==> src/rtl/kip_cfg.svh <==
// Purpose: constants for the keyboard input port
// Assumes: included by bare name from rtl files
// Notes:   bit positions, widths, reset values and depths only
`ifndef KIP_CFG_SVH
`define KIP_CFG_SVH

// keyboard data width and buffer depth
`define KIP_DATA_W      8
`define KIP_FIFO_DEPTH  8
`define KIP_FIFO_AW     3

// port select compares the upper six address bits
`define KIP_ADDR_W      8
`define KIP_SEL_W       6
`define KIP_SEL_LSB     2

// status port bit positions
`define KIP_STAT_IRQ_BIT  0
`define KIP_STAT_STB_BIT  7

// reset values
`define KIP_DATA_RST    8'h00
`define KIP_VEC_RST     8'h00
`define KIP_VEC_ONE     8'h01

`endif

==> src/rtl/kip_pkg.sv <==
// Purpose: types for the keyboard input port
// Assumes: nothing
// Notes:   bus answer state is one-hot
package kip_pkg;

  // bus answer states
  typedef enum logic [2:0] {
    KIP_IDLE = 3'b001,
    KIP_DATA = 3'b010,
    KIP_STAT = 3'b100
  } kip_ans_t;

endpackage

==> src/rtl/kip_fifo.sv <==
// Purpose: small synchronous fifo holding keypress characters
// Assumes: one clock, writer and reader honour valid/ready
// Notes:   head word is shown combinationally on out_data
`timescale 1ns/1ns
module kip_fifo #(
  parameter int WIDTH = 8,
  parameter int DEPTH = 8,
  parameter int AW    = 3
) (
  // clock and reset
  input  wire logic             clk,
  input  wire logic             reset,
  // fill side
  input  wire logic             in_valid,
  input  wire logic [WIDTH-1:0] in_data,
  output logic                  in_ready,
  // drain side
  output logic                  out_valid,
  output logic      [WIDTH-1:0] out_data,
  input  wire logic             out_ready,
  // fill level
  output logic      [AW:0]      count
);

  logic [WIDTH-1:0] mem [DEPTH];
  logic [AW-1:0]    wr_ptr_reg;
  logic [AW-1:0]    rd_ptr_reg;
  logic [AW:0]      count_reg;
  logic             push;
  logic             pop;

  // handshakes and flags
  assign in_ready  = (count_reg < (AW+1)'(DEPTH));
  assign out_valid = (count_reg != '0);
  assign push      = in_valid && in_ready;
  assign pop       = out_valid && out_ready;
  assign out_data  = mem[rd_ptr_reg];
  assign count     = count_reg;

  // storage array
  always_ff @(posedge clk) begin
    if (push) begin
      mem[wr_ptr_reg] <= in_data;
    end
  end

  // pointers and level
  always_ff @(posedge clk or posedge reset) begin
    if (reset) begin
      wr_ptr_reg <= '0;
      rd_ptr_reg <= '0;
      count_reg  <= '0;
    end else begin
      if (push) begin
        wr_ptr_reg <= wr_ptr_reg + 1'b1;
      end
      if (pop) begin
        rd_ptr_reg <= rd_ptr_reg + 1'b1;
      end
      if (push && !pop) begin
        count_reg <= count_reg + 1'b1;
      end else if (pop && !push) begin
        count_reg <= count_reg - 1'b1;
      end
    end
  end

endmodule // kip_fifo

==> src/rtl/kip_top.sv <==
// Purpose: latched parallel keyboard input port with keypress strobe
// Assumes: bus read strobes and address are synchronous to CLK
// Notes:   keyboard pins and switch settings are synchronised here
//
// Overview of operation
// reading the data port returns the latched keyboard character
// software checks a key arrived and was not already handled
// a strobe input beside eight data lines marks each keypress
// each strobe pulse sets the interrupt request latch
// status read shows the interrupt latch on bit 0
// status read shows the current raw strobe level on bit 7
// strobe polarity selectable: idles low by default, idles high otherwise
// eight data lines latched, first line is the least significant bit
// port selected when upper six address bits match six switches
// reading the data port clears the interrupt request latch; here only the read that takes the last buffered character clears it
`timescale 1ns/1ns
`include "kip_cfg.svh"
module kip_top (
  // clock and reset
  input  wire logic                       CLK,
  input  wire logic                       RESET,
  // keyboard connector
  input  wire logic [`KIP_DATA_W-1:0]     KBD_DATA,
  input  wire logic                       KBD_STROBE,
  // board settings
  input  wire logic                       STROBE_POLARITY_SELECT,
  input  wire logic [2:0]                 INTERRUPT_PRIORITY_SELECT,
  input  wire logic [`KIP_SEL_W-1:0]      ADDR_SWITCH,
  // processor input port access
  input  wire logic [`KIP_ADDR_W-1:0]     PORT_ADDR,
  input  wire logic                       PORT_READ,
  input  wire logic                       STATUS_READ,
  output logic      [`KIP_DATA_W-1:0]     DATA_OUT,
  output logic                            DATA_OE,
  // interrupt request
  output logic                            INT_REQ,
  output logic      [7:0]                 INT_VECTOR
);

  // synchronisers: first stage read only by the second
  logic [`KIP_DATA_W-1:0] kbd_data_s1_reg;
  logic [`KIP_DATA_W-1:0] kbd_data_s2_reg;
  logic                   kbd_stb_s1_reg;
  logic                   kbd_stb_s2_reg;
  logic                   pol_s1_reg;
  logic                   pol_s2_reg;
  logic [2:0]             prio_s1_reg;
  logic [2:0]             prio_s2_reg;
  logic [`KIP_SEL_W-1:0]  sw_s1_reg;
  logic [`KIP_SEL_W-1:0]  sw_s2_reg;

  // keypress capture
  logic                   stb_active;
  logic                   stb_active_d_reg;
  logic                   key_edge;
  logic                   pend_valid_reg;
  logic [`KIP_DATA_W-1:0] pend_data_reg;

  // fifo links
  logic                   fifo_in_ready;
  logic                   fifo_out_valid;
  logic [`KIP_DATA_W-1:0] fifo_out_data;
  logic [`KIP_FIFO_AW:0]  fifo_count;
  logic                   push;
  logic                   pop;

  // bus side
  logic                   data_hit;
  logic                   stat_hit;
  logic [`KIP_DATA_W-1:0] last_char_reg;
  logic                   irq_reg;
  logic                   irq_next;
  logic [`KIP_DATA_W-1:0] data_out_reg;
  logic                   data_oe_reg;
  logic [7:0]             vec_reg;
  kip_pkg::kip_ans_t      ans_next;

  // upper address bits against the switch setting
  function automatic logic kip_sel(
    input logic [`KIP_ADDR_W-1:0] addr,
    input logic [`KIP_SEL_W-1:0]  sw
  );
    kip_sel = (addr[`KIP_ADDR_W-1:`KIP_SEL_LSB] == sw);
  endfunction

  // status byte: latch on bit 0, raw strobe on bit 7
  function automatic logic [`KIP_DATA_W-1:0] kip_status(
    input logic irq,
    input logic stb
  );
    logic [`KIP_DATA_W-1:0] s;
    s = `KIP_DATA_RST;
    s[`KIP_STAT_IRQ_BIT] = irq;
    s[`KIP_STAT_STB_BIT] = stb;
    kip_status = s;
  endfunction

  // two-stage capture of data lines
  always_ff @(posedge CLK or posedge RESET) begin
    if (RESET) begin
      kbd_data_s1_reg <= `KIP_DATA_RST;
      kbd_data_s2_reg <= `KIP_DATA_RST;
    end else begin
      kbd_data_s1_reg <= KBD_DATA;
      kbd_data_s2_reg <= kbd_data_s1_reg;
    end
  end

  // two-stage capture of strobe
  always_ff @(posedge CLK or posedge RESET) begin
    if (RESET) begin
      kbd_stb_s1_reg <= 1'b0;
      kbd_stb_s2_reg <= 1'b0;
    end else begin
      kbd_stb_s1_reg <= KBD_STROBE;
      kbd_stb_s2_reg <= kbd_stb_s1_reg;
    end
  end

  // settings synchronisers
  always_ff @(posedge CLK or posedge RESET) begin
    if (RESET) begin
      pol_s1_reg  <= 1'b0;
      pol_s2_reg  <= 1'b0;
      prio_s1_reg <= 3'h0;
      prio_s2_reg <= 3'h0;
      sw_s1_reg   <= 6'h00;
      sw_s2_reg   <= 6'h00;
    end else begin
      pol_s1_reg  <= STROBE_POLARITY_SELECT;
      pol_s2_reg  <= pol_s1_reg;
      prio_s1_reg <= INTERRUPT_PRIORITY_SELECT;
      prio_s2_reg <= prio_s1_reg;
      sw_s1_reg   <= ADDR_SWITCH;
      sw_s2_reg   <= sw_s1_reg;
    end
  end

  // fold polarity so a keypress is a rise
  assign stb_active = kbd_stb_s2_reg ^ pol_s2_reg;

  // delayed copy for edge detection
  always_ff @(posedge CLK or posedge RESET) begin
    if (RESET) begin
      stb_active_d_reg <= 1'b0;
    end else begin
      stb_active_d_reg <= stb_active;
    end
  end

  // one event per strobe pulse
  assign key_edge = stb_active && !stb_active_d_reg;

  // holding latch waits while the fifo is full
  always_ff @(posedge CLK or posedge RESET) begin
    if (RESET) begin
      pend_valid_reg <= 1'b0;
      pend_data_reg  <= `KIP_DATA_RST;
    end else begin
      if (key_edge && (!pend_valid_reg || push)) begin
        // latch character on keypress
        pend_valid_reg <= 1'b1;
        pend_data_reg  <= kbd_data_s2_reg;
      end else if (push) begin
        pend_valid_reg <= 1'b0;
      end
    end
  end

  assign push = pend_valid_reg && fifo_in_ready;

  // character buffer
  kip_fifo #(
    .WIDTH (`KIP_DATA_W),
    .DEPTH (`KIP_FIFO_DEPTH),
    .AW    (`KIP_FIFO_AW)
  ) u_fifo (
    .clk       (CLK),
    .reset     (RESET),
    .in_valid  (pend_valid_reg),
    .in_data   (pend_data_reg),
    .in_ready  (fifo_in_ready),
    .out_valid (fifo_out_valid),
    .out_data  (fifo_out_data),
    .out_ready (data_hit),
    .count     (fifo_count)
  );

  // upper six bits compared, low two ignored
  assign data_hit = PORT_READ && kip_sel(PORT_ADDR, sw_s2_reg);
  assign stat_hit = STATUS_READ && !PORT_READ && kip_sel(PORT_ADDR, sw_s2_reg);
  assign pop      = data_hit && fifo_out_valid;

  // last character delivered, repeated when buffer is empty
  always_ff @(posedge CLK or posedge RESET) begin
    if (RESET) begin
      last_char_reg <= `KIP_DATA_RST;
    end else if (pop) begin
      last_char_reg <= fifo_out_data;
    end
  end

  // keypress sets, last read clears; set wins
  always_comb begin
    irq_next = irq_reg;
    if (pop && (fifo_count == 4'h1)) begin
      irq_next = 1'b0;
    end
    if (push) begin
      irq_next = 1'b1;
    end
  end

  always_ff @(posedge CLK or posedge RESET) begin
    if (RESET) begin
      irq_reg <= 1'b0;
    end else begin
      irq_reg <= irq_next;
    end
  end

  // bus answer state: one cycle of drive per read
  always_comb begin
    ans_next = kip_pkg::KIP_IDLE;
    if (data_hit) begin
      ans_next = kip_pkg::KIP_DATA;
    end else if (stat_hit) begin
      ans_next = kip_pkg::KIP_STAT;
    end
  end

  // read data register
  always_ff @(posedge CLK or posedge RESET) begin
    if (RESET) begin
      data_out_reg <= `KIP_DATA_RST;
      data_oe_reg  <= 1'b0;
    end else begin
      case (ans_next)
        kip_pkg::KIP_DATA: begin
          // latch contents onto the bus
          data_out_reg <= fifo_out_valid ? fifo_out_data : last_char_reg;
          data_oe_reg  <= 1'b1;
        end
        kip_pkg::KIP_STAT: begin
          // latch bit 0, strobe bit 7
          data_out_reg <= kip_status(irq_reg, kbd_stb_s2_reg);
          data_oe_reg  <= 1'b1;
        end
        default: begin
          data_out_reg <= `KIP_DATA_RST;
          data_oe_reg  <= 1'b0;
        end
      endcase
    end
  end

  // vectored request on the selected priority line
  always_ff @(posedge CLK or posedge RESET) begin
    if (RESET) begin
      vec_reg <= `KIP_VEC_RST;
    end else if (irq_next) begin
      vec_reg <= `KIP_VEC_ONE << prio_s2_reg;
    end else begin
      vec_reg <= `KIP_VEC_RST;
    end
  end

  // outputs straight from flops
  assign DATA_OUT   = data_out_reg;
  assign DATA_OE    = data_oe_reg;
  assign INT_REQ    = irq_reg;
  assign INT_VECTOR = vec_reg;

endmodule // kip_top

==> config.mk <==
export PLATFORM = sky130hd
export DESIGN_NAME = kip_top
export DESIGN_NICKNAME = d
export VERILOG_FILES = /design/src/rtl/kip_pkg.sv /design/src/rtl/kip_fifo.sv /design/src/rtl/kip_top.sv
export VERILOG_INCLUDE_DIRS = /design/src /design/src/rtl
export SDC_FILE = /design/constraint.sdc
export NUM_CORES = 1
export LEC_CHECK = 0
export BUFFER_PORTS_ARGS = -buffer_cell sky130_fd_sc_hd__clkbuf_2
export CAP_MARGIN = 0
export CORE_MARGIN = 4
export CORE_UTILIZATION = 50
export CTS_BUF_LIST = sky130_fd_sc_hd__clkbuf_2 sky130_fd_sc_hd__clkbuf_4 sky130_fd_sc_hd__clkbuf_8
export DETAILED_ROUTE_END_ITERATION = 7
export GPL_TIMING_DRIVEN = 0
export MAX_ROUTING_LAYER = met4
export PLACE_DENSITY_LB_ADDON = 0.05
export SYNTH_ARGS = -nofsm -noshare
export SYNTH_HDL_FRONTEND = slang
export SYNTH_SLANG_ARGS = --single-unit
==> constraint.sdc <==
create_clock -name CLK -period 3.56 [get_ports CLK]
set_input_delay 0.178 -clock CLK [delete_from_list [all_inputs] [get_ports CLK]]
set_output_delay 0.178 -clock CLK [all_outputs]
set_load 0.005 [all_outputs]
* Word level (Yosys, flattened, before mapping)
Memory sizes are Yosys's and may differ from the RTL's.
Index checks and enable logic that the tools add are counted.
** Cells by class
- Add/subtract/negate cells :: 4
- Muxes and demuxes :: 14
- Shifts and indexed selects :: 1
- Order comparisons :: 1
- Reductions and logical operators :: 20
- Equality and inequality tests :: 4
- Bitwise operators :: 1
** Operator list (count)
- $mux 8 :: 2
- $pmux 8 s2 :: 1
- $logic_and 1x1->1 :: 10
- $mux 4 :: 2
- $shl 1x3->8 const A :: 1
- $mux 1 :: 7
- $add 3x1->3 const B :: 2
- $eq 6x6->1 :: 1
- $mux 3 :: 2
- $logic_not 1->1 :: 5
- $add 4x1->4 const B :: 1
- $eq 4x1->1 const B :: 1
- $lt 4x4->1 const B :: 1
- $reduce_bool 2->1 :: 2
- $reduce_bool 4->1 :: 1
- $sub 4x1->4 const B :: 1
- $eq 3x2->1 const B :: 1
- $eq 3x3->1 const B :: 1
- $reduce_or 2->1 :: 1
- $logic_or 1x1->1 :: 1
- $xor 1x1->1 :: 1
** Word-level totals
- Register bits after elaboration :: 84
- Input bits :: 31
- Logic and storage cells :: 67
- Memory bits (writable) :: 64
- Output and inout bits :: 18
- Memories kept :: 1
** Memories
- u_fifo.mem :: words 8, width 8, read ports 1, clocked after Yosys merged registers in 0, wr ports 1, RTL line kip_fifo.sv:25 : logic [WIDTH-1:0] mem [DEPTH];

* Logic depth before layout (Yosys ltp)
- Word-level depth :: 8
- Depth in mapped cells :: 11
- Mapped depth without buffers :: 9

* Cells and area by module
A second synthesis with hierarchy kept.
** Second synthesis, totals
- Cell total of the unflattened synthesis :: 308
- Area, all modules :: 5574.1 µm²
** By module, submodules not included
- kip_fifo :: area an instance 3098.0 µm², cells each 155, seq. area each 2172.1 µm², times used 1
- kip_top :: area an instance 2476.1 µm², cells each 153, seq. area each 1851.8 µm², times used 1

* Worst setup path before layout
No wires, ideal clock.
- Path type :: flip-flop to flip-flop
- Start :: reg u_fifo.count_reg[0] (netlist: u_fifo.count[0])
- End :: reg u_fifo.count_reg[3] (netlist: u_fifo.count[3])
- Buffers on the path :: 2
- Arrival :: 2579 ps
- Clock period less this slack :: 2659 ps
- Setup slack :: 901 ps
- Library setup time :: 79 ps
- Cell stages (with the launch flop) :: 12
- Required time :: 3481 ps
- Path through :: dfrtp_1 -> inv_1 -> ha_1 -> or3b_1 -> buf_2 -> nor3b_4 -> buf_6 -> inv_1 -> ha_1 -> or4_1 -> a21oi_1 -> xor2_1
** Between the ends
- Cells in the longest elaborated chain, start to end :: 5
- Elaborated cells between the ends (all ways) :: 13
- Classes of those cells :: 2 x add/sub; 1 x order compare; 2 x mux; 8 x reduce/logical
** RTL lines
- from (decl) :: RTL line kip_fifo.sv:28 : logic [AW:0] count_reg;
- from (signal assigned) :: RTL line kip_fifo.sv:61 : count_reg <= count_reg + 1'b1;
- from (signal assigned) :: RTL line kip_fifo.sv:63 : count_reg <= count_reg - 1'b1;
- $lt 4x4->1 / $reduce_bool 4->1 (equally long branches) :: RTL line kip_fifo.sv:33, kip_fifo.sv:34
- $logic_and 1x1->1 (on tied branches) :: RTL line kip_fifo.sv:35, kip_fifo.sv:36
- $logic_not 1->1 (on tied branches) :: RTL line kip_fifo.sv:62, kip_fifo.sv:60
- $logic_and 1x1->1 (on tied branches) :: RTL line kip_fifo.sv:62, kip_fifo.sv:60
- $reduce_bool 2->1 (no source line) / $mux 4 (equally long branches)
Several ways; a longest one is shown, not always the timed one. The select of a mux whose other input is x is not followed.
A chain may end at the register's enable or synchronous reset.

* Final worst setup path
Ends and elaborated chain as after synthesis.

==> results.py <==
metrics = {
    "routing": {
        "drt_pass1_iterations": 4,
        "wl_met3_um": 383,
        "drc": 0,
        "drt_iter0_drc": 154,
        "ant_nets": 0,
        "wirelength_um": 8310,
        "wl_met2_um": 3850,
        "drt-met1-wl_um": 3890,
        "dr.max_layer_used": "met4",
        "viasPerCell": 5.02,
        "vias": 2644,
        "wl_per_cell_um": 15.8,
    },
    "setup_path": {
        "r2r_start": "u_fifo.count[0]",
        "reg2reg_slack_ps": 580,
        "cpPeakStageDelay_ps": 480,
        "path_max_fanout": 10,
        "worst-setup-path-type": "register to register",
        "worstSetupStartpointType": "register",
        "critPathArrivalTime_ps": 3340,
        "reg2reg_depth": 11,
        "critPathRequiredTime_ps": 3920,
        "r2r-end": "u_fifo.count[3]",
        "cpLargestDelayFamily": "simple AND/OR/NAND/NOR gates",
        "worst-path-buf-inv": 4,
        "cpMaxStageDelayCell": "nor3b_4",
        "cp_cell_sequence": "inv_1 -> ha_1 -> or3b_1 -> buf_2 -> nor3b_4 -> buf_6 -> inv_1 -> ha_1 -> or4_1 -> a21oi_1 -> xor2_1",
        "crit_path_end_kind": "register",
    },
    "sta": {
        "max_freq_mhz": 336,
        "report.final.slew_viol_count": 0,
        "finalHoldViolCount": 0,
        "fin_crit_sh_pct": 83.6,
        "finalSetupTns_ps": 0,
        "slew_headroom_pct": 19.3,
        "clock-skew-final_ps": 9.48,
        "worstMarginPinSlew_ps": 1200,
        "grt_setup_unrepaired": "false",
        "finalCriticalPeriod_ps": 2980,
        "setup_viol": 0,
    },
    "final_layout": {
        "area_growth_syn_to_layout_pct": 18.6,
        "final_nets": 415,
        "fill_cells": 765,
        "final_core_util_pct": 61.8,
        "final_layout_size_suffix_gt1_share_pct": 29.9,
        "regMostFlops": "u_fifo.mem",
        "largest_reg_flops": 64,
        "diodes": 0,
    },
    "floorplanning": {
        "coreArea_um2": 10500,
        "initial_core_util_pct": 52.1,
        "ios": 49,
        "rows": 37,
        "die_h_um": 112,
        "die_x_um": 112,
        "die_area_um2": 12600,
    },
    "power_and_ir_drop": {
        "powerDensity_nw_per_um2": 625,
        "p_leak_nw": 2.64,
        "vdd_drop_max_mv": 0.332,
    },
    "logic_synthesis": {
        "syn_avg_cell_area_um2": 18.7,
        "ys_seq_elements": 148,
        "netlist-cell-type-count": 39,
        "netlist_instances": 291,
        "ys_warn_count": 0,
        "syn_nets": 328,
        "yosysSeqAreaShare_pct": 73.8,
        "syn_area_um2": 5460,
    },
    "clock_network": {
        "clock_latency_ps": 440,
        "clockRootBuffer": "clkbuf_8",
        "cts.clk_slew.worst_paths_ps": 80,
        "h-tree-depth": 4,
        "clock_path_buffers": 2,
        "cts.sinks": 148,
        "cts_post_setup_buffers_inserted": 0,
        "cts_made_buffers": 17,
        "tritoncts": "built",
    },
    "global_routing": {
        "antenna_found_initial": 0,
        "grt_overflow_total": 0,
        "grt_max_degree": 67,
        "grt_usage_pct": 15.6,
        "grt_pass1_vias": 2764,
        "grt_pass1_wl_um": 14400,
    },
    "min_path": {
        "hold_class": "input pin to register",
        "worstHoldPathCells": 2,
        "hold_start": "PORT_READ",
        "hold_path_end": "DATA_OE",
    },
    "job": {
        "maxCapViolCount": 0,
    },
    "status": {
        "status": "complete, no violations",
    },
    "place": {
        "dp_hpwl_um": 5410,
        "place_congestion": 0.773,
        "port-buffer-count": 46,
    },
}
[repair_timing]
item                                   in CTS  in global routing
endpoints found under the hold margin      73                  0
hold buffers                               21                  0
gates resized for setup                     0                  0
[synth_stat cells]
cell,number,area (um^2)
buf_1,1,3.75
mux2_2,16,180
xor2_1,7,61.3
clkbuf_1,1,3.75
edfxtp_1,64,1920
o31ai_2,1,12.5
nand2b_1,4,25.0
inv_1,7,26.3
nor2b_1,1,6.26
nor4bb_1,1,10.0
dfrtp_1,84,2100
mux2_4,6,90.1
ha_1,6,75.1
o21a_1,3,22.5
mux4_1,13,342
nor3b_4,1,18.8
or4_1,1,7.51
and3b_1,2,17.5
mux2i_1,5,50.1
nand3_1,2,10.0
nor2_1,9,33.8
a22o_1,6,52.6
buf_12,1,20.0
nor3_1,5,25.0
nand2_1,11,41.3
nand4_1,1,6.26
nand4_2,1,12.5
xnor2_1,8,70.1
or2_2,1,6.26
a21oi_1,3,15.0
buf_6,2,22.5
a21oi_2,1,8.76
buf_2,3,15.0
o21ai_0,3,15.0
nor4b_1,3,26.3
or3b_1,1,8.76
mux4_2,3,67.6
nor4_1,2,12.5
nor3_2,1,10.0
[through the flow]
stage                     cell area (um^2)  setup slack (ps)  hold WS (ps)  total power, mW  cells
after global routing                  6470               374          59.0             4.30    527
after detailed placement              5890               581           129             2.89    474
after global placement                5860               333           286             2.85    473
after floorplan                       5460               901           209             2.70    291
final                                 6470               583          60.8             4.04    527
after CTS                             6460               545          27.5             4.10    527
[worst reg2reg max path: cells and delay by family (launching register included)]
kind            cells  cell delay [ps]
simple gates        3             1120
xor+xnor            1              160
fa+ha+maj           2              450
flops               1              460
compound gates      1              190
buf+inv             4              520
[cell usage in the layout, fill, tap and decap left out, types with 7 or more instances in the layout]
cell type	synthesis	final
clkbuf_2	0	46
clkbuf_8	0	18
dfrtp_1	84	84
dlygate4sd3_1	0	21
edfxtp_1	64	64
mux2_2	16	16
mux4_1	13	13
nand2_1	11	11
nor2_1	9	9
xnor2_1	8	8
xor2_1	7	7
[worst max-delay path by stage]
stage | start | to | slack, ps | cells after the start
detailed placement | u_fifo.count[0] | u_fifo.count[3] | 580 | 11
CTS | u_fifo.count[0] | u_fifo.count[3] | 540 | 11
floorplan | u_fifo.count[0] | u_fifo.count[3] | 900 | 11
global route | u_fifo.count[0] | u_fifo.count[3] | 370 | 11
finish | u_fifo.count[0] | u_fifo.count[3] | 580 | 11
global placement | RESET | last_char_reg[6] | 330 | 2
[cell families after synthesis]
logic type	after synthesis	synth area share [%]
DFF	148	73.8
buffers and inverters	15	1.67
adders and majority gates	6	1.38
AOI/OAI and AO/OA	17	2.32
xor gates and xnor gates	15	2.41
muxes	43	13.4
and+or+nand+nor	47	5.09
[routing by layer]
metal | vias up | global-route usage (%)
met5 | - | -
met4 | 0 | 7.69
met3 | 16 | 4.53
met2 | 57 | 22.1
met1 | 1308 | 20.8
li1 | 1263 | -
[where the power goes]
part / leakage, nW / internal [mW] / switching (mW)
Combinational: 0.845 / 0.302 / 0.272
Sequential: 1.60 / 2.09 / 0.194
Clock: 0.188 / 0.585 / 0.597
[cell type report]
type,instances,area [um^2],share of cell area (%)
flip-flops and latches,148,4020,62.2
repair buffers,68,468,7.23
well taps,136,170,2.63
plain buffers,8,65.1,1.01
clock buffers,20,263,4.06
inverters,7,28.8,0.445
clock inverters,12,105,1.62
multi-input cells,128,1350,20.8
No activity file was read; power rests on OpenSTA's default activity.
